--- config.mk ---
export PLATFORM = sky130hd
export DESIGN_NAME = scan_port
export DESIGN_NICKNAME = d
export VERILOG_FILES = /design/src/hw/scan_port_pkg.sv /design/src/hw/scan_port.sv /design/src/hw/pin_sync.sv
export SDC_FILE = /design/constraint.sdc
export NUM_CORES = 1
export LEC_CHECK = 0
export ABC_AREA = 1
export BUFFER_PORTS_ARGS = -buffer_cell sky130_fd_sc_hd__buf_2
export CAP_MARGIN = 20
export CORE_MARGIN = 3
export CORE_UTILIZATION = 40
export CTS_BUF_LIST = sky130_fd_sc_hd__clkbuf_8
export DETAILED_ROUTE_END_ITERATION = 8
export MAX_ROUTING_LAYER = met4
export PLACE_DENSITY = 0.56
export SLEW_MARGIN = 10
export SYNTH_ARGS = -nofsm -noshare
export SYNTH_HDL_FRONTEND = slang
export SYNTH_SLANG_ARGS = --single-unit
--- constraint.sdc ---
create_clock -name ref_clk -period 2 [get_ports ref_clk]
set_clock_uncertainty 0.05 [all_clocks]
set_input_delay 0.5 -clock ref_clk [delete_from_list [all_inputs] [get_ports ref_clk]]
set_output_delay 0.5 -clock ref_clk [all_outputs]
set_load 0.005 [all_outputs]
--- src/hw/scan_port_pkg.sv ---
/*
  Constants for the boundary-scan test port: instruction codes, register
  sizes, identification word fields and the controller state encoding.
  Assumes nothing beyond a SystemVerilog package-capable tool.
*/
package scan_port_pkg;

  // ********************
  // register sizes
  // ********************
  localparam int IR_LEN = 3;
  localparam int ID_LEN = 32;
  localparam int BSR_LEN = 109;
  localparam int OE_CELL = 108;

  // ********************
  // instruction codes
  // ********************
  localparam logic [2:0] INS_EXTERNAL = 3'h0;
  localparam logic [2:0] INS_IDENT = 3'h1;
  localparam logic [2:0] INS_SAMPLE_HIZ = 3'h2;
  localparam logic [2:0] INS_SAMPLE_PRE = 3'h4;
  localparam logic [2:0] INS_PASS = 3'h7;

  // ********************
  // identification word (values arbitrary)
  // ********************
  localparam logic [2:0] ID_REVISION = 3'h2;
  localparam logic [16:0] ID_PART = 17'h0ABCD;
  localparam logic [10:0] ID_MAKER = 11'h2A5;
  localparam logic ID_PRESENT = 1'b1;
  localparam logic [1:0] IR_CAPTURE = 2'h1;

  // ********************
  // controller states
  // ********************
  typedef enum logic [3:0] {
    ST_RESET = 4'h0, ST_IDLE = 4'h1, ST_SEL_DR = 4'h2, ST_CAP_DR = 4'h3,
    ST_SHIFT_DR = 4'h4, ST_EXIT1_DR = 4'h5, ST_PAUSE_DR = 4'h6, ST_EXIT2_DR = 4'h7,
    ST_UPD_DR = 4'h8, ST_SEL_IR = 4'h9, ST_CAP_IR = 4'hA, ST_SHIFT_IR = 4'hB,
    ST_EXIT1_IR = 4'hC, ST_PAUSE_IR = 4'hD, ST_EXIT2_IR = 4'hE, ST_UPD_IR = 4'hF
  } tap_state_t;

endpackage

--- src/hw/scan_port.sv ---
/*
  Boundary-scan test access port of the memory: controller, instruction,
  bypass, identification and pin ring chain, plus output-driver control.
  Assumes the scan clock, mode and data pins are asynchronous to ref_clk,
  which runs at least four times faster than the scan clock.
*/
// Behaviour
// - sample mode and data on scan-clock rise
// - serial output changes after scan-clock fall
// - capture latches pin levels at rise
// - identification revision and part fields hardwired
// - identification bits 11..1 hold maker code
// - identification bit 0 reads one
// - code 001 selects identification, memory unaffected
// - code 010 samples, chain selected, outputs float
// - code 100 samples, chain selected, no effect
// - code 111 selects single-bit bypass
// - code 000 external test, 109-cell chain
// - identification instruction after reset state
// - cell 108 gates outputs under code 000 only, preset high
// - chain shifts from msb toward lsb
// - instruction applies only in update or reset state
`timescale 1ns/1ps
`default_nettype none
module scan_port #(
  parameter int CHAIN_LEN = scan_port_pkg::BSR_LEN
) (
  input wire logic ref_clk,
  input wire logic rst_n,
  input wire logic scanClk,
  input wire logic modeSel,
  input wire logic dataIn,
  output logic dataOut,
  output logic dataOutEn,
  input wire logic [CHAIN_LEN-1:0] pinLevels,
  output logic [CHAIN_LEN-1:0] pinDrive,
  output logic extTestActive,
  output logic outputsEnable
);
  import scan_port_pkg::*;

  // ********************
  // pin synchronisers and scan-clock edges
  // ********************
  logic clkSync, modeSync, dataSync;
  logic clkLast_q;
  pin_sync uClk (.clk(ref_clk), .rst_n(rst_n), .pinIn(scanClk), .pinOut(clkSync));
  pin_sync uMode (.clk(ref_clk), .rst_n(rst_n), .pinIn(modeSel), .pinOut(modeSync));
  pin_sync uData (.clk(ref_clk), .rst_n(rst_n), .pinIn(dataIn), .pinOut(dataSync));

  wire riseEdge = clkSync & ~clkLast_q;
  wire fallEdge = ~clkSync & clkLast_q;

  // ********************
  // pin ring levels
  // ********************
  // two flops per pin; pins are independent and must stand still around capture
  logic [CHAIN_LEN-1:0] ringMeta_q, ringSafe_q;
  always_ff @(posedge ref_clk) begin
    if (!rst_n) begin
      ringMeta_q <= '0;
      ringSafe_q <= '0;
    end else begin
      ringMeta_q <= pinLevels;
      ringSafe_q <= ringMeta_q;
    end
  end

  // ********************
  // controller
  // ********************
  tap_state_t state_q, state_d;
  always_comb begin
    state_d = state_q;
    case (state_q)
      ST_RESET: state_d = modeSync ? ST_RESET : ST_IDLE;
      ST_IDLE: state_d = modeSync ? ST_SEL_DR : ST_IDLE;
      ST_SEL_DR: state_d = modeSync ? ST_SEL_IR : ST_CAP_DR;
      ST_CAP_DR: state_d = modeSync ? ST_EXIT1_DR : ST_SHIFT_DR;
      ST_SHIFT_DR: state_d = modeSync ? ST_EXIT1_DR : ST_SHIFT_DR;
      ST_EXIT1_DR: state_d = modeSync ? ST_UPD_DR : ST_PAUSE_DR;
      ST_PAUSE_DR: state_d = modeSync ? ST_EXIT2_DR : ST_PAUSE_DR;
      ST_EXIT2_DR: state_d = modeSync ? ST_UPD_DR : ST_SHIFT_DR;
      ST_UPD_DR: state_d = modeSync ? ST_SEL_DR : ST_IDLE;
      ST_SEL_IR: state_d = modeSync ? ST_RESET : ST_CAP_IR;
      ST_CAP_IR: state_d = modeSync ? ST_EXIT1_IR : ST_SHIFT_IR;
      ST_SHIFT_IR: state_d = modeSync ? ST_EXIT1_IR : ST_SHIFT_IR;
      ST_EXIT1_IR: state_d = modeSync ? ST_UPD_IR : ST_PAUSE_IR;
      ST_PAUSE_IR: state_d = modeSync ? ST_EXIT2_IR : ST_PAUSE_IR;
      ST_EXIT2_IR: state_d = modeSync ? ST_UPD_IR : ST_SHIFT_IR;
      ST_UPD_IR: state_d = modeSync ? ST_SEL_DR : ST_IDLE;
      default: state_d = ST_RESET;
    endcase
  end

  // ********************
  // instruction decode
  // ********************
  logic [IR_LEN-1:0] irShift_q, irCur_q;
  logic [ID_LEN-1:0] idShift_q;
  logic [CHAIN_LEN-1:0] bsrShift_q, bsrHold_q;
  logic bypass_q;

  wire selIdent = (irCur_q == INS_IDENT);
  wire selBypass = (irCur_q == INS_PASS);
  wire selExternal = (irCur_q == INS_EXTERNAL);
  wire selHiz = (irCur_q == INS_SAMPLE_HIZ);
  wire selChain = selExternal | selHiz | (irCur_q == INS_SAMPLE_PRE);
  // reserved codes fall through to bypass so the chain stays intact
  wire selPass = selBypass | ~(selIdent | selChain);

  wire [ID_LEN-1:0] idWord = {ID_REVISION, ID_PART, ID_MAKER, ID_PRESENT};
  wire inShiftIr = (state_q == ST_SHIFT_IR);
  wire inShiftDr = (state_q == ST_SHIFT_DR);
  wire drTail = selIdent ? idShift_q[0] : (selChain ? bsrShift_q[0] : bypass_q);
  wire serialBit = inShiftIr ? irShift_q[0] : drTail;

  // ********************
  // scan-clock rise: state and shift paths
  // ********************
  always_ff @(posedge ref_clk) begin
    if (!rst_n) begin
      clkLast_q <= 1'b0;
      state_q <= ST_RESET;
    end else begin
      clkLast_q <= clkSync;
      if (riseEdge) state_q <= state_d;
    end
  end

  always_ff @(posedge ref_clk) begin
    if (!rst_n) begin
      irShift_q <= '0;
      irCur_q <= INS_IDENT;
    end else if (riseEdge) begin
      if (state_q == ST_RESET) irCur_q <= INS_IDENT;
      else if (state_q == ST_UPD_IR) irCur_q <= irShift_q;
      if (state_q == ST_CAP_IR) irShift_q <= {1'b0, IR_CAPTURE};
      else if (inShiftIr) irShift_q <= {dataSync, irShift_q[IR_LEN-1:1]};
    end
  end

  always_ff @(posedge ref_clk) begin
    if (!rst_n) begin
      idShift_q <= '0;
      bypass_q <= 1'b0;
      bsrShift_q <= '0;
    end else if (riseEdge) begin
      if (state_q == ST_CAP_DR) begin
        if (selIdent) idShift_q <= idWord;
        if (selPass) bypass_q <= 1'b0;
        if (selChain) bsrShift_q <= ringSafe_q;
      end else if (inShiftDr) begin
        if (selIdent) idShift_q <= {dataSync, idShift_q[ID_LEN-1:1]};
        if (selPass) bypass_q <= dataSync;
        if (selChain) bsrShift_q <= {dataSync, bsrShift_q[CHAIN_LEN-1:1]};
      end
    end
  end

  // cell 108 preset high so the outputs drive after any reset
  always_ff @(posedge ref_clk) begin
    if (!rst_n) begin
      bsrHold_q <= '0;
      bsrHold_q[OE_CELL] <= 1'b1;
    end else if (riseEdge) begin
      if (state_q == ST_RESET) bsrHold_q[OE_CELL] <= 1'b1;
      else if (state_q == ST_UPD_DR && selChain) bsrHold_q <= bsrShift_q;
    end
  end

  // ********************
  // scan-clock fall: serial output
  // ********************
  always_ff @(posedge ref_clk) begin
    if (!rst_n) begin
      dataOut <= 1'b0;
      dataOutEn <= 1'b0;
    end else if (fallEdge) begin
      dataOut <= serialBit;
      dataOutEn <= inShiftIr | inShiftDr;
    end
  end

  // ********************
  // memory-side controls
  // ********************
  always_ff @(posedge ref_clk) begin
    if (!rst_n) begin
      pinDrive <= '0;
      extTestActive <= 1'b0;
      outputsEnable <= 1'b1;
    end else begin
      pinDrive <= bsrHold_q;
      extTestActive <= selExternal;
      outputsEnable <= ~selHiz & ~(selExternal & ~bsrHold_q[OE_CELL]);
    end
  end

  // ********************
  // checks
  // ********************
  upd_only_a: assert property (@(posedge ref_clk) disable iff (!rst_n)
    $changed(irCur_q) |-> $past(state_q == ST_UPD_IR || state_q == ST_RESET))
    else $error("instruction changed outside update");
  reset_ident_a: assert property (@(posedge ref_clk) disable iff (!rst_n)
    (riseEdge && state_q == ST_RESET) |=> (irCur_q == INS_IDENT))
    else $error("reset state did not select identification");
  tdo_fall_a: assert property (@(posedge ref_clk) disable iff (!rst_n)
    $changed(dataOut) |-> $past(fallEdge))
    else $error("serial output moved off a falling edge");
  hiz_out_a: assert property (@(posedge ref_clk) disable iff (!rst_n)
    selHiz |=> !outputsEnable)
    else $error("outputs driven under sample-hiz");
  id_capture_a: assert property (@(posedge ref_clk) disable iff (!rst_n)
    (riseEdge && state_q == ST_CAP_DR && selIdent) |=> idShift_q[0] && idShift_q == idWord)
    else $error("identification capture wrong");
  chain_cap_a: assert property (@(posedge ref_clk) disable iff (!rst_n)
    (riseEdge && state_q == ST_CAP_DR && selChain) |=> bsrShift_q == $past(ringSafe_q))
    else $error("chain capture missed pins");
  state_step_a: assert property (@(posedge ref_clk) disable iff (!rst_n)
    (riseEdge && state_q == ST_SHIFT_DR && modeSync) |=> state_q == ST_EXIT1_DR)
    else $error("controller step wrong");
  bypass_shift_a: assert property (@(posedge ref_clk) disable iff (!rst_n)
    (riseEdge && inShiftDr && selBypass) |=> bypass_q == $past(dataSync))
    else $error("bypass did not take data");
  oe_cell_a: assert property (@(posedge ref_clk) disable iff (!rst_n)
    (selExternal && !bsrHold_q[OE_CELL]) |=> !outputsEnable)
    else $error("cell 108 low did not float outputs");
endmodule
`default_nettype wire

--- src/hw/pin_sync.sv ---
/*
  Two-flop synchroniser for one level from outside the clock domain.
  Assumes the reference clock is much faster than the signal changes.
*/
`timescale 1ns/1ps
`default_nettype none
module pin_sync (
  input wire logic clk,
  input wire logic rst_n,
  input wire logic pinIn,
  output logic pinOut
);
  logic meta_q;
  always_ff @(posedge clk) begin
    if (!rst_n) begin
      meta_q <= 1'b0;
      pinOut <= 1'b0;
    end else begin
      meta_q <= pinIn;
      pinOut <= meta_q;
    end
  end
endmodule
`default_nettype wire

# --- After elaboration in Yosys (flattened, before gate mapping) ---
# Index checks and enable logic that the tools add are counted.
op_classes:
  add_sub_neg: 0
  n_mul: 0
  div_mod_pow: 0
  magnitude_cmp: 0
  n_eq_ne: 25
  shifts: 0
  n_mux: 34
  bitwise: 16
  n_reduce_logical: 17
ops:
  columns: ["cell", "count"]
  rows:
  - ["2-to-1 mux 109 bit", 5]
  - ["2-to-1 mux 32 bit", 4]
  - ["case mux 4 bit (12 select lines)", 1]
  - ["== test 4 bit, second input constant", 8]
  - ["2-to-1 mux 3 bit", 6]
  - ["== test 4 x 3 -> 1 bit, second input constant", 4]
  - ["2-to-1 mux 4 bit", 4]
  - ["!= test 2 bit, second input constant", 6]
  - ["AND reduction 4 bit", 3]
  - ["2-to-1 mux 1 bit", 11]
  - ["== test 4 x 2 -> 1 bit, second input constant", 2]
  - ["nonzero test 2 bit", 4]
  - ["NOT 1 bit", 7]
  - ["== test 3 bit, second input constant", 2]
  - ["2-to-1 mux 2 bit", 3]
  - ["AND reduction 2 bit", 3]
  - ["OR 1 bit", 5]
  - ["AND 1 bit", 4]
  - ["== test 4 x 1 -> 1 bit, second input constant", 1]
  - ["logical NOT 4 bit", 1]
  - ["OR reduction 2 bit", 2]
  - ["== test 3 x 1 -> 1 bit, second input constant", 1]
  - ["== test 3 x 2 -> 1 bit, second input constant", 1]
  - ["logical NOT 3 bit", 1]
  - ["3 further kinds", 3]
totals:
  ff_bits: 599
  latch_bits: 0
  ramBits: 0
  mem_bits_ro: 0
  in_bits: 114
  output_inout_bits: 113
  memories: 0

# --- Longest topological paths before layout ---
# Gate-level depths: netlist of the first run.
logic_depth:
  depth_word: 9
  depth_mapped: 11
  depth_no_buf: 9

# --- Cells and area by module ---
# Synthesis of the first run repeated with hierarchy kept, for this count alone.
unflattened:
  hier_cells: 2664
  hier_area_um2: 20478.4
by_module_without_submodules:
  columns: ["mod", "instances", "cells_per_inst", "area_each_um2", "seq_area_each_um2"]
  rows:
  - ["scan_port", 1, 2646, 20313.2, 11871.4]
  - ["pin_sync", 3, 6, 55.1, 40.0]

# --- Least setup slack after synthesis of the first run ---
# OpenSTA, ideal clock, no wires.
synth_path:
  path_kind: "register to register"
  startpoint: "reg state_q[0]"
  endpoint: "reg bsrShift_q[10]"
  setup_ps: 132
  arrival_time_ps: 1344
  required_time_ps: 1818
  slack_ps: 474
  stages_incl_launch_ff: 11
  synth_period_minus_slack_ps: 1526
  path_cell_list: "dfxtp_1 nor2_2 nand3_1 nand2_1 nand2_2 inv_2 nand2_1 buf_6 buf_4 nand2_1 a21oi_1"
synth_via:
  elab_chain_len: 3
  word_cells_on_any_way: 7
synth_lines:
  columns: ["element", "line_no", "source"]
  rows:
  - ["start: declaration", "scan_port.sv:72", "tap_state_t state_q, state_d;"]
  - ["start signal: assignment", "scan_port.sv:127", "if (riseEdge) state_q <= state_d;"]
  - ["== test 4 x 2 -> 1 bit or == test 4 x 3 -> 1 bit (tied branches)", "scan_port.sv:149, scan_port.sv:114", null]
  - ["!= test 2 bit (no line) or nonzero test 2 bit (tied branches)", null, null]
  - ["AND reduction 4 bit (no line)", null, null]
  - ["end signal: assignment", "scan_port.sv:152", "if (selChain) bsrShift_q <= ringSafe_q;"]
  - ["end signal: assignment", "scan_port.sv:156", "if (selChain) bsrShift_q <= {dataSync, bsrShift_q[CHAIN_LEN-1:1]};"]
  - ["end: declaration", "scan_port.sv:101", "logic [CHAIN_LEN-1:0] bsrShift_q, bsrHold_q;"]
# Several ways; a longest one is shown, not always the timed one.
# A chain may end at the register's enable or synchronous reset.

# --- Worst setup path after layout of the first run ---
layout_path:
  startpoint: "reg state_q[3]"
  endpoint: "reg bsrHold_q[10]"
layout_via:
  elab_chain_len: 3
  word_cells_on_any_way: 5
layout_lines:
  columns: ["element", "line_no", "source"]
  rows:
  - ["== test 4 bit or logical NOT 4 bit (tied branches)", "scan_port.sv:168, scan_port.sv:167", null]
  - ["logical AND 1 bit or NOT 1 bit (tied branches)", null, null]
  - ["AND reduction 3 bit (no line) (*)", null, null]
  - ["end signal: assignment", "scan_port.sv:168", "else if (state_q == ST_UPD_DR && selChain) bsrHold_q <= bsrShift_q;"]
  - ["end: declaration", "scan_port.sv:101", null]
# Mark *: on every way between the ends. The rest lies on a longest branch, timed or not.

==> results of run 1 <==
## per-layer routing
layer | share of wire (%) | global-route usage [%] | vias to the layer above
met2 | 47 | 29.8 | 388
met4 | 3.5 | 8.50 | 0
met5 | 0 | - | -
li1 | - | - | 8584
met1 | 45 | 22.3 | 7657
met3 | 4.9 | 3.28 | 113
## state kept, by name, indices dropped and copies added (netlist names), 3 cells and up
| register | count |
|---|---|
| state_q | 4 |
| irShift_q | 3 |
| ringMeta_q | 109 |
| irCur_q | 3 |
| bsrHold_q | 109 |
| idShift_q | 32 |
| bsrShift_q | 109 |
| ringSafe_q | 109 |
| pinDrive | 109 |
## worst min-delay path, cell delays in order
cell     delay [ps]
buf_8           150
o21ai_0          90
nor2_1           40
## what timing repair did
action | in CTS | in global routing
endpoints found under the setup margin | 0 | 2
gates resized for setup | 0 | 1
hold buffers | 112 | 0
hold endpoints to repair | 112 | 0
## layout make-up
cell class                 count  area, um^2  share of cell area [%]
sequential                   599       12000                    47.1
multi-input combinational   1515        6340                    24.9
timing repair buffer         381        2890                    11.4
clock buffer                 124        1710                    6.70
inverter                     359        1360                    5.33
tap                          672         841                    3.30
clock inverter                50         328                    1.29
## metrics by stage
stage | setup slack [ps] | instance area, um^2
2_1_floorplan | 474 | 20500
3_3_place_gp | 251 | 22300
3_5_place_dp | 187 | 22300
4_1_cts | 131 | 25500
5_1_grt | 7.51 | 25500
6_report | 74.8 | 25500
## cell families (layout without fill, tap and decap cells)
logic type | Yosys count | after routing | share of synthesized area, %
and+or+nand+nor | 1215 | 1215 | 23.5
DFF | 599 | 599 | 58.6
buffers and inverters | 516 | 914 | 10.5
AOI/OAI and AO/OA | 300 | 300 | 7.42
## cell usage after synthesis (2+ instances only)
| library cell | count |
|---|---|
| buf_1 | 2 |
| nor2_4 | 3 |
| buf_6 | 13 |
| clkinv_1 | 2 |
| clkbuf_1 | 83 |
| inv_2 | 4 |
| nand2_1 | 837 |
| nand4_1 | 4 |
| nor2_1 | 229 |
| a21oi_1 | 157 |
| o22ai_1 | 2 |
| buf_4 | 18 |
| inv_1 | 352 |
| buf_2 | 41 |
| nor3_1 | 2 |
| nand2_2 | 2 |
| o21ai_0 | 115 |
| o21ai_1 | 20 |
| dfxtp_1 | 599 |
| nand3_1 | 133 |
| a211oi_1 | 2 |
## worst paths after layout
check                       from              to  slack (ps)
setup / recovery      state_q[3]   bsrHold_q[10]          70
hold / removal             rst_n   bsrHold_q[30]         110
hold reg to reg   ringMeta_q[84]  ringSafe_q[84]         350
setup reg to reg      state_q[3]   bsrHold_q[10]          70
## power groups by stage
stage	logic [mW]	clock network [mW]	registers, mW
CTS	0.789	11.1	12.2
detailed placement	0.621	0	12.5
floorplan	0.346	0	12.5
global placement	0.617	0	12.5
finish	0.785	10.8	12.2
global route	0.879	11.6	12.2
==> out/summary.txt, run 1 <==
Clock transition at path regs: 60 ps
final hold slack: 114 ps
max_slew headroom: 64.0%
global-route usage over all layers: 18.4%
fraction of layout cells with a size suffix above 1: 14.1%
EDFF count, synth: 0
Remaining DRCs: 0
Critical Path Fanout Max: 108
non-filler cells, final: 3700
internal power: 18.6 mW
WP data arrival: 2460 ps
vias in the first global route: 16380
Ys Warns: 0
via density per instance: 4.52
Worst path depth: 7
RSZ-0062 raised after global routing: no
core area: 50400 um^2
initial antenna violation count: 1
Clock Tree Buf Depth: 3
Final setup viols: 0
Max Cap Viol: 0
Die ar.: 53900 um^2
TritonCTS sink count: 599
die height: 232 um
WL/cell: 13.1 um
row count: 82
HP Class: in -> reg
global placement routability congestion: 0.777
Crit Path Class: reg -> reg
via count: 16742
Largest delay share family, worst path: simple AND/OR/NAND/NOR gates
power consumption: 23.8 mW
top cells by area, synth: dfxtp_1 (59%), nand2_1 (15%), inv_1 (6.5%)
max-slew violation count: 0
Clock power frac: 45.3%
global route overflow: 0
worst reg-to-reg path cell count: 7
crit start category: flop
pin count of the biggest net entering global routing: 115
Ports: 227
clock latency on the worst-skew pair: 660 ps
top-area cell type share of the netlist area: 58.6%
Buf+Inv Stages, Crit Path: 2
Mapped Area: 20500 um^2
CP required: 2540 ps
Post-synth ARST share: 0%
Final Util: 50.5%
top_reg_cell synth: dfxtp_1
status: finished clean
post-synthesis sequential element count: 599
DR pass1 iterations: 5
sequential-to-total area share from yosys stat: 58.6%
Area Overhead vs Synth: 24.3%
Routed WL: 48400 um
Lkg Pwr: 13.7 nW
syn_area_per_cell: 7.79 um^2
final period utilization: 96.3%
Achievable Freq: 519 MHz
commonest cells after routing, fill and taps aside: nand2_1 (836), dfxtp_1 (599), inv_1 (384)
sw frac: 21.8%
H-tree depth: 3
Hold Path Stages: 3
worst-path cell chain: inv_2 -> nor2_4 -> nand3_4 -> nor2_8 -> buf_16 -> o21ai_0 -> nor2_1
Pwr per Cell Area: 933 nW/um^2
Switch Pwr: 5.18 mW
Syn Nets: 2744
Slew @ Worst Pin: 539 ps
# nets final: 3068
first-pass GRT wire length: 79700 um
Iteration-0 DRC Markers: 1052
Detailed Place HPWL: 30100 um
setup_tns: 0 ps
# port buffers: 226
antenna fix cells: 0
Post-CTS Setup Bufs: 0
TritonCTS Buffers: 98
CTS tree: built
Fillers: 4834
commonest non-fill, non-tap cell in the layout: nand2_1
endpoint class of the critical path: flop
Horiz. Die Dim: 232 um
starting density of the core: 40.6%
Final Critical Period: 1930 ps
Routed Antenna Nets: 0
worst ir drop on vdd: 0.000575 V
Hold Fails Final Rpt: 0
Worst path max stage delay: 450 ps
Root Driver: clkbuf_8
CP max-delay cell: dfxtp_1
dpl cells: 3414
Netlist cell types: 31
Seq pwr share: 51.4%
Logic pwr share: 3.3%
area leader, netlist: dfxtp_1
Cells after Synth: 2630
No activity file was read; power rests on OpenSTA's default activity.
==> run 2, diff against run 1 <==
--- a/config.mk
+++ b/config.mk
@@ -9,11 +9,11 @@
 export BUFFER_PORTS_ARGS = -buffer_cell sky130_fd_sc_hd__buf_2
 export CAP_MARGIN = 20
 export CORE_MARGIN = 3
-export CORE_UTILIZATION = 40
+export CORE_UTILIZATION = 45
 export CTS_BUF_LIST = sky130_fd_sc_hd__clkbuf_8
 export DETAILED_ROUTE_END_ITERATION = 8
 export MAX_ROUTING_LAYER = met4
-export PLACE_DENSITY = 0.56
+export PLACE_DENSITY = 0.62
 export SLEW_MARGIN = 10
 export SYNTH_ARGS = -nofsm -noshare
 export SYNTH_HDL_FRONTEND = slang
==> run 2 against run 1 <==
Against the previous run:
- combinational power fell by 2%
- first-iteration DRC count increased by 0.86%
- setup slack improved by 45 ps
- routed wire length decreased by 0.79%
- count of clock-buffer cells in the layout stayed put
- clock power shrank 4%
- critical endpoint is now bsrShift_q[89]
- flip-flop and latch count unchanged
==> out/summary.txt, run 2 (synthesis gave the netlist of run 1 again) <==
Clock Tree Buf Depth: 3
DR pass1 iterations: 5
core area: 44600 um^2
Ports: 227
Root Driver: clkbuf_8
global route overflow: 0
TritonCTS Buffers: 95
Iteration-0 DRC Markers: 1061
die height: 219 um
vias in the first global route: 16197
worst ir drop on vdd: 0.000565 V
# nets final: 3060
Achievable Freq: 532 MHz
row count: 77
crit start category: flop
Clock power frac: 44.4%
commonest non-fill, non-tap cell in the layout: nand2_1
CTS tree: built
first-pass GRT wire length: 77800 um
Logic pwr share: 3.3%
Final Critical Period: 1880 ps
non-filler cells, final: 3617
Clock transition at path regs: 60 ps
global placement routability congestion: 0.853
RSZ-0062 raised after global routing: no
Max Cap Viol: 0
global-route usage over all layers: 20.1%
area of the multi-input gates: 6360 um^2
final period utilization: 94.0%
dpl cells: 3326
Slew @ Worst Pin: 565 ps
pin count of the biggest net entering global routing: 112
Lkg Pwr: 13.7 nW
WL/cell: 13.3 um
status: finished clean
register area: 12000 um^2
# port buffers: 226
H-tree depth: 3
Critical Path Fanout Max: 47
Area Overhead vs Synth: 23.4%
initial antenna violation count: 0
Switch Pwr: 5.06 mW
via density per instance: 4.66
Seq pwr share: 52.3%
Pwr per Cell Area: 925 nW/um^2
HP Class: in -> reg
commonest cells after routing, fill and taps aside: nand2_1 (836), dfxtp_1 (597), inv_1 (386)
sw frac: 21.7%
max_slew headroom: 62.3%
endpoint class of the critical path: flop
Horiz. Die Dim: 219 um
Crit Path Class: reg -> reg
Die ar.: 48100 um^2
Final setup viols: 0
Remaining DRCs: 0
Fillers: 4122
starting density of the core: 45.9%
fraction of layout cells with a size suffix above 1: 14.1%
CP required: 2520 ps
via count: 16850
Detailed Place HPWL: 29200 um
WP data arrival: 2400 ps
Hold Fails Final Rpt: 0
TritonCTS sink count: 599
clock latency on the worst-skew pair: 650 ps
max-slew violation count: 0
internal power: 18.3 mW
Routed WL: 48000 um
setup_tns: 0 ps
Routed Antenna Nets: 0
Final Util: 56.6%
## run 2: cell types whose count changed in the layout (fill, tap and decap cells not counted), moves of 2 or more
cell,previous run,this run
buf_4,19,16
bufinv_16,4,2
dfxtp_2,0,2
nor2_4,3,5
buf_12,23,19
inv_1,384,386
dlygate4sd3_1,112,110
dfxtp_1,599,597
clkinv_2,8,11
## run 2: metal layers
metal	routed length (um)	vias to the layer above	global-route usage, %
met1	21100	7687	24.2
met3	2720	110	3.74
met2	22700	482	32.9
met4	1530	0	8.81
met5	0	-	-
li1	-	8571	-
## run 2: per-stage QoR
stage | setup slack, ps | hold WS [ps] | total power [mW] | cell area, um^2
after detailed placement | -87.4 | 347 | 13.1 | 22100
after global placement | -3.96 | 345 | 13.1 | 22100
after CTS | 31.3 | 2.98 | 23.7 | 25200
after global routing | 19.8 | 15.1 | 24.4 | 25300
final | 120 | 39.9 | 23.4 | 25300
after floorplan | 474 | 340 | 12.8 | 20500
## run 2: layout make-up
type / instances / area share (%)
repair buffers: 375 / 11.2
flip-flops and latches: 599 / 47.5
diodes: 1 / 0.00991
clock buffers: 124 / 6.76
well taps: 592 / 2.93
inverters: 359 / 5.38
clock inverters: 51 / 1.08
multi-input cells: 1516 / 25.2
## run 2: repair_timing
action	in CTS	in global routing
hold buffers	110	0
pin swaps	0	1
endpoints found under the setup margin	52	117
hold endpoints to repair	110	0
gates resized for setup	2	7
cloned	0	2
buffers inserted	0	3
## run 2: power by group through the flow
stage	logic, mW	registers, mW	clock network (mW)
floorplan	0.346	12.5	0
detailed placement	0.606	12.5	0
finish	0.771	12.2	10.4
global placement	0.598	12.5	0
CTS	0.769	12.2	10.7
global route	0.862	12.2	11.3
## run 2: worst paths after layout
path / cells past startpoint / start / slack [ps] / to
setup / recovery: 8 / state_q[2] / 120 / bsrShift_q[89]
hold / removal: 3 / pinLevels[29] / 40 / ringMeta_q[29]
setup reg to reg: 8 / state_q[2] / 120 / bsrShift_q[89]
hold reg to reg: 2 / ringMeta_q[47] / 360 / ringSafe_q[47]
## run 2: worst max-delay path, cell delays in order (launching register included)
cell and delay (ps):
dfxtp_1 450, buf_4 210, nand3_1 140, nand2_1 100
nand2_2 100, inv_6 170, buf_12 260, nand3_1 100
a21oi_1 200
==> run 3, diff against run 2 <==
--- a/config.mk
+++ b/config.mk
@@ -5,7 +5,7 @@
 export SDC_FILE = /design/constraint.sdc
 export NUM_CORES = 1
 export LEC_CHECK = 0
-export ABC_AREA = 1
+export ABC_AREA = 0
 export BUFFER_PORTS_ARGS = -buffer_cell sky130_fd_sc_hd__buf_2
 export CAP_MARGIN = 20
 export CORE_MARGIN = 3
==> run 3 against run 2 <==
Against the previous run:
- non-clock buffer count rose by 19
- final area fell by 0.78%
- routed wire length fell by 10%
- power fell by 0.60%
- flip-flop and latch count did not move
- synthesized cell count fell by 22%
- area after synthesis fell by 1.9%
- die area fell by 1.9%
- combinational power fell by 10%
- critical path depth fell by 2
- via count fell by 14%
- register-to-register slack got worse by 80 ps
- critical endpoint is now bsrShift_q[39]
- largest power group unchanged
==> out/summary.txt, run 3 <==
wire length on met1: 19900 um
Seq pwr share: 52.5%
Root Driver: clkbuf_8
Die ar.: 47200 um^2
endpoint class of the critical path: flop
via density per instance: 4.77
# port buffers: 226
CTS tree: built
Crit Path Class: reg -> reg
CP required: 2490 ps
sequential-to-total area share from yosys stat: 59.7%
die height: 217 um
status: finished clean
Hold EP: bsrHold_q[108]
internal power: 18.3 mW
WL/cell: 14.2 um
Hold Path Stages: 2
reg-to-reg slack, setup: 40 ps
Iteration-0 DRC Markers: 704
worst reg-to-reg path cell count: 6
max-slew violation count: 0
Critical Path Fanout Max: 35
syn_area_per_cell: 9.78 um^2
Remaining DRCs: 0
Slew @ Worst Pin: 505 ps
post-synthesis sequential element count: 599
worst ir drop on vdd: 0.000539 V
Syn Nets: 2168
top cells by area, synth: dfxtp_1 (60%), and2_1 (10%), nand2_1 (8.9%)
Achievable Freq: 510 MHz
Detailed Place HPWL: 25200 um
reg2reg end: bsrShift_q[39]
Clock Tree Buf Depth: 3
area of the multi-input gates: 7350 um^2
Post-synth ARST share: 0%
antenna fix cells: 0
final hold slack: 134 ps
first-pass GRT wire length: 70400 um
Ports: 227
Final Instance Area: 25100 um^2
sw frac: 21.4%
Final Util: 57.5%
top_reg_cell synth: dfxtp_1
DP Area: 21900 um^2
row count: 76
Routed WL: 43200 um
initial antenna violation count: 0
Routed Antenna Nets: 0
commonest cells in the netlist: dfxtp_1 (599), nand2_1 (475), and2_1 (334)
Clock transition at path regs: 60 ps
commonest cells after routing, fill and taps aside: dfxtp_1 (596), nand2_1 (475), and2_1 (334)
Cells after Synth: 2054
TritonCTS Buffers: 96
Setup WS pre-CTS: 41.8 ps
DR pass1 iterations: 5
Logic pwr share: 3.0%
Final setup viols: 0
RSZ-0062 raised after global routing: yes
met2 WL: 20400 um
Netlist cell types: 43
Max Cap Viol: 0
count leader, synth: dfxtp_1
register area: 12000 um^2
area leader, netlist: dfxtp_1
power consumption: 23.2 mW
H-tree depth: 3
# nets final: 2496
final period utilization: 98.1%
WP data arrival: 2450 ps
global-route usage over all layers: 18.5%
Switch Pwr: 4.97 mW
max_slew headroom: 66.3%
global placement routability congestion: 0.783
pin count of the biggest net entering global routing: 107
fraction of layout cells with a size suffix above 1: 17.8%
reg-to-reg critical path startpoint: state_q[0]
via count: 14540
crit start category: flop
Fillers: 3866
commonest non-fill, non-tap cell in the layout: dfxtp_1
Mapped Area: 20100 um^2
met3 wire len: 1760 um
fin worst setup slack: 38.1 ps
Final Critical Period: 1960 ps
highest metal used: met4
Area Overhead vs Synth: 24.8%
Pwr per Cell Area: 927 nW/um^2
top-area cell type share of the netlist area: 59.7%
core area: 43600 um^2
global route overflow: 0
Clock power frac: 44.5%
min-delay src: rst_n
HP Class: in -> reg
Lkg Pwr: 11.2 nW
EDFF count, synth: 0
Horiz. Die Dim: 217 um
Hold Fails Final Rpt: 0
clock latency on the worst-skew pair: 660 ps
starting density of the core: 46.1%
Ys Warns: 0
TritonCTS sink count: 599
vias in the first global route: 14290
run 3: changes by cell type in the layout (fill, tap and decap cells not counted), moves of 83 or more:
cell,previous run,this run
o21ai_0,115,32
a21oi_1,157,8
nand2_1,836,475
nor2_1,229,13
and2_1,0,334
o211a_1,0,109
a21boi_0,1,111
inv_1,386,34
run 3: timing repair:
action / 4_1_cts / 5_1_grt
setup buffers: 0 / 2
endpoints found under the setup margin: 0 / 125
resized for setup: 0 / 10
hold buffers: 112 / 0
hold endpoints to repair: 112 / 0
run 3: worst max path at each step:
stage | cells past startpoint | slack (ps) | start | end
floorplan | 5 | 110 | irCur_q[1] | idShift_q[8]
global placement | 6 | 90 | state_q[2] | bsrShift_q[14]
detailed placement | 6 | 40 | state_q[2] | bsrShift_q[39]
CTS | 6 | 10 | state_q[2] | bsrShift_q[39]
global route | 6 | -50 | state_q[0] | bsrShift_q[39]
finish | 6 | 40 | state_q[0] | bsrShift_q[39]
run 3: critical path, stage by stage (launching register included):
cell and delay (ps):
dfxtp_2 340, or3b_4 410, a2111oi_4 340, buf_4 240, buf_12 190, nand3_1 110
o211a_1 140
run 3: cell families (layout without fill, tap and decap cells):
| logic type | after synthesis | in the layout | share of synthesized area [%] |
|---|---|---|---|
| XOR/XNOR | 1 | 1 | 0.0436 |
| adder cells (fa/ha/maj) | 1 | 1 | 0.0499 |
| multiplexers | 4 | 4 | 0.199 |
| AO/OA/AOI/OAI | 302 | 302 | 12.3 |
| flip-flops | 599 | 599 | 59.7 |
| AND/OR/NAND/NOR | 981 | 981 | 23.9 |
| buffers and inverters | 166 | 575 | 3.82 |
run 3: layer usage:
layer / global-route usage, % / vias to the layer above
met5: - / -
met4: 6.94 / 0
met3: 4.16 / 92
met2: 30.0 / 289
met1: 22.7 / 6767
li1: - / 7392
run 3: stage by stage:
step           cells  TNS [ps]
3_5_place_dp    2751         0
5_1_grt         3048      -633
2_1_floorplan   2054         0
4_1_cts         3042         0
6_report        3048         0
3_3_place_gp    2751         0
run 3: final cells by class:
type	count	area share (%)
well taps	585	2.92
multi-input cells	1289	29.3
repair buffers	394	11.9
clock buffers	128	7.03
clock inverters	51	0.889
inverters	2	0.0300
flip-flops and latches	599	47.9
run 3: power by group through the flow:
stage                     combinational [mW]  sequential [mW]  clock [mW]
final                                  0.691             12.2        10.3
after global routing                   0.763             12.2        11.3
after CTS                              0.694             12.2        10.7
after detailed placement               0.525             12.5           0
after global placement                 0.518             12.5           0
after floorplan                        0.317             12.4           0
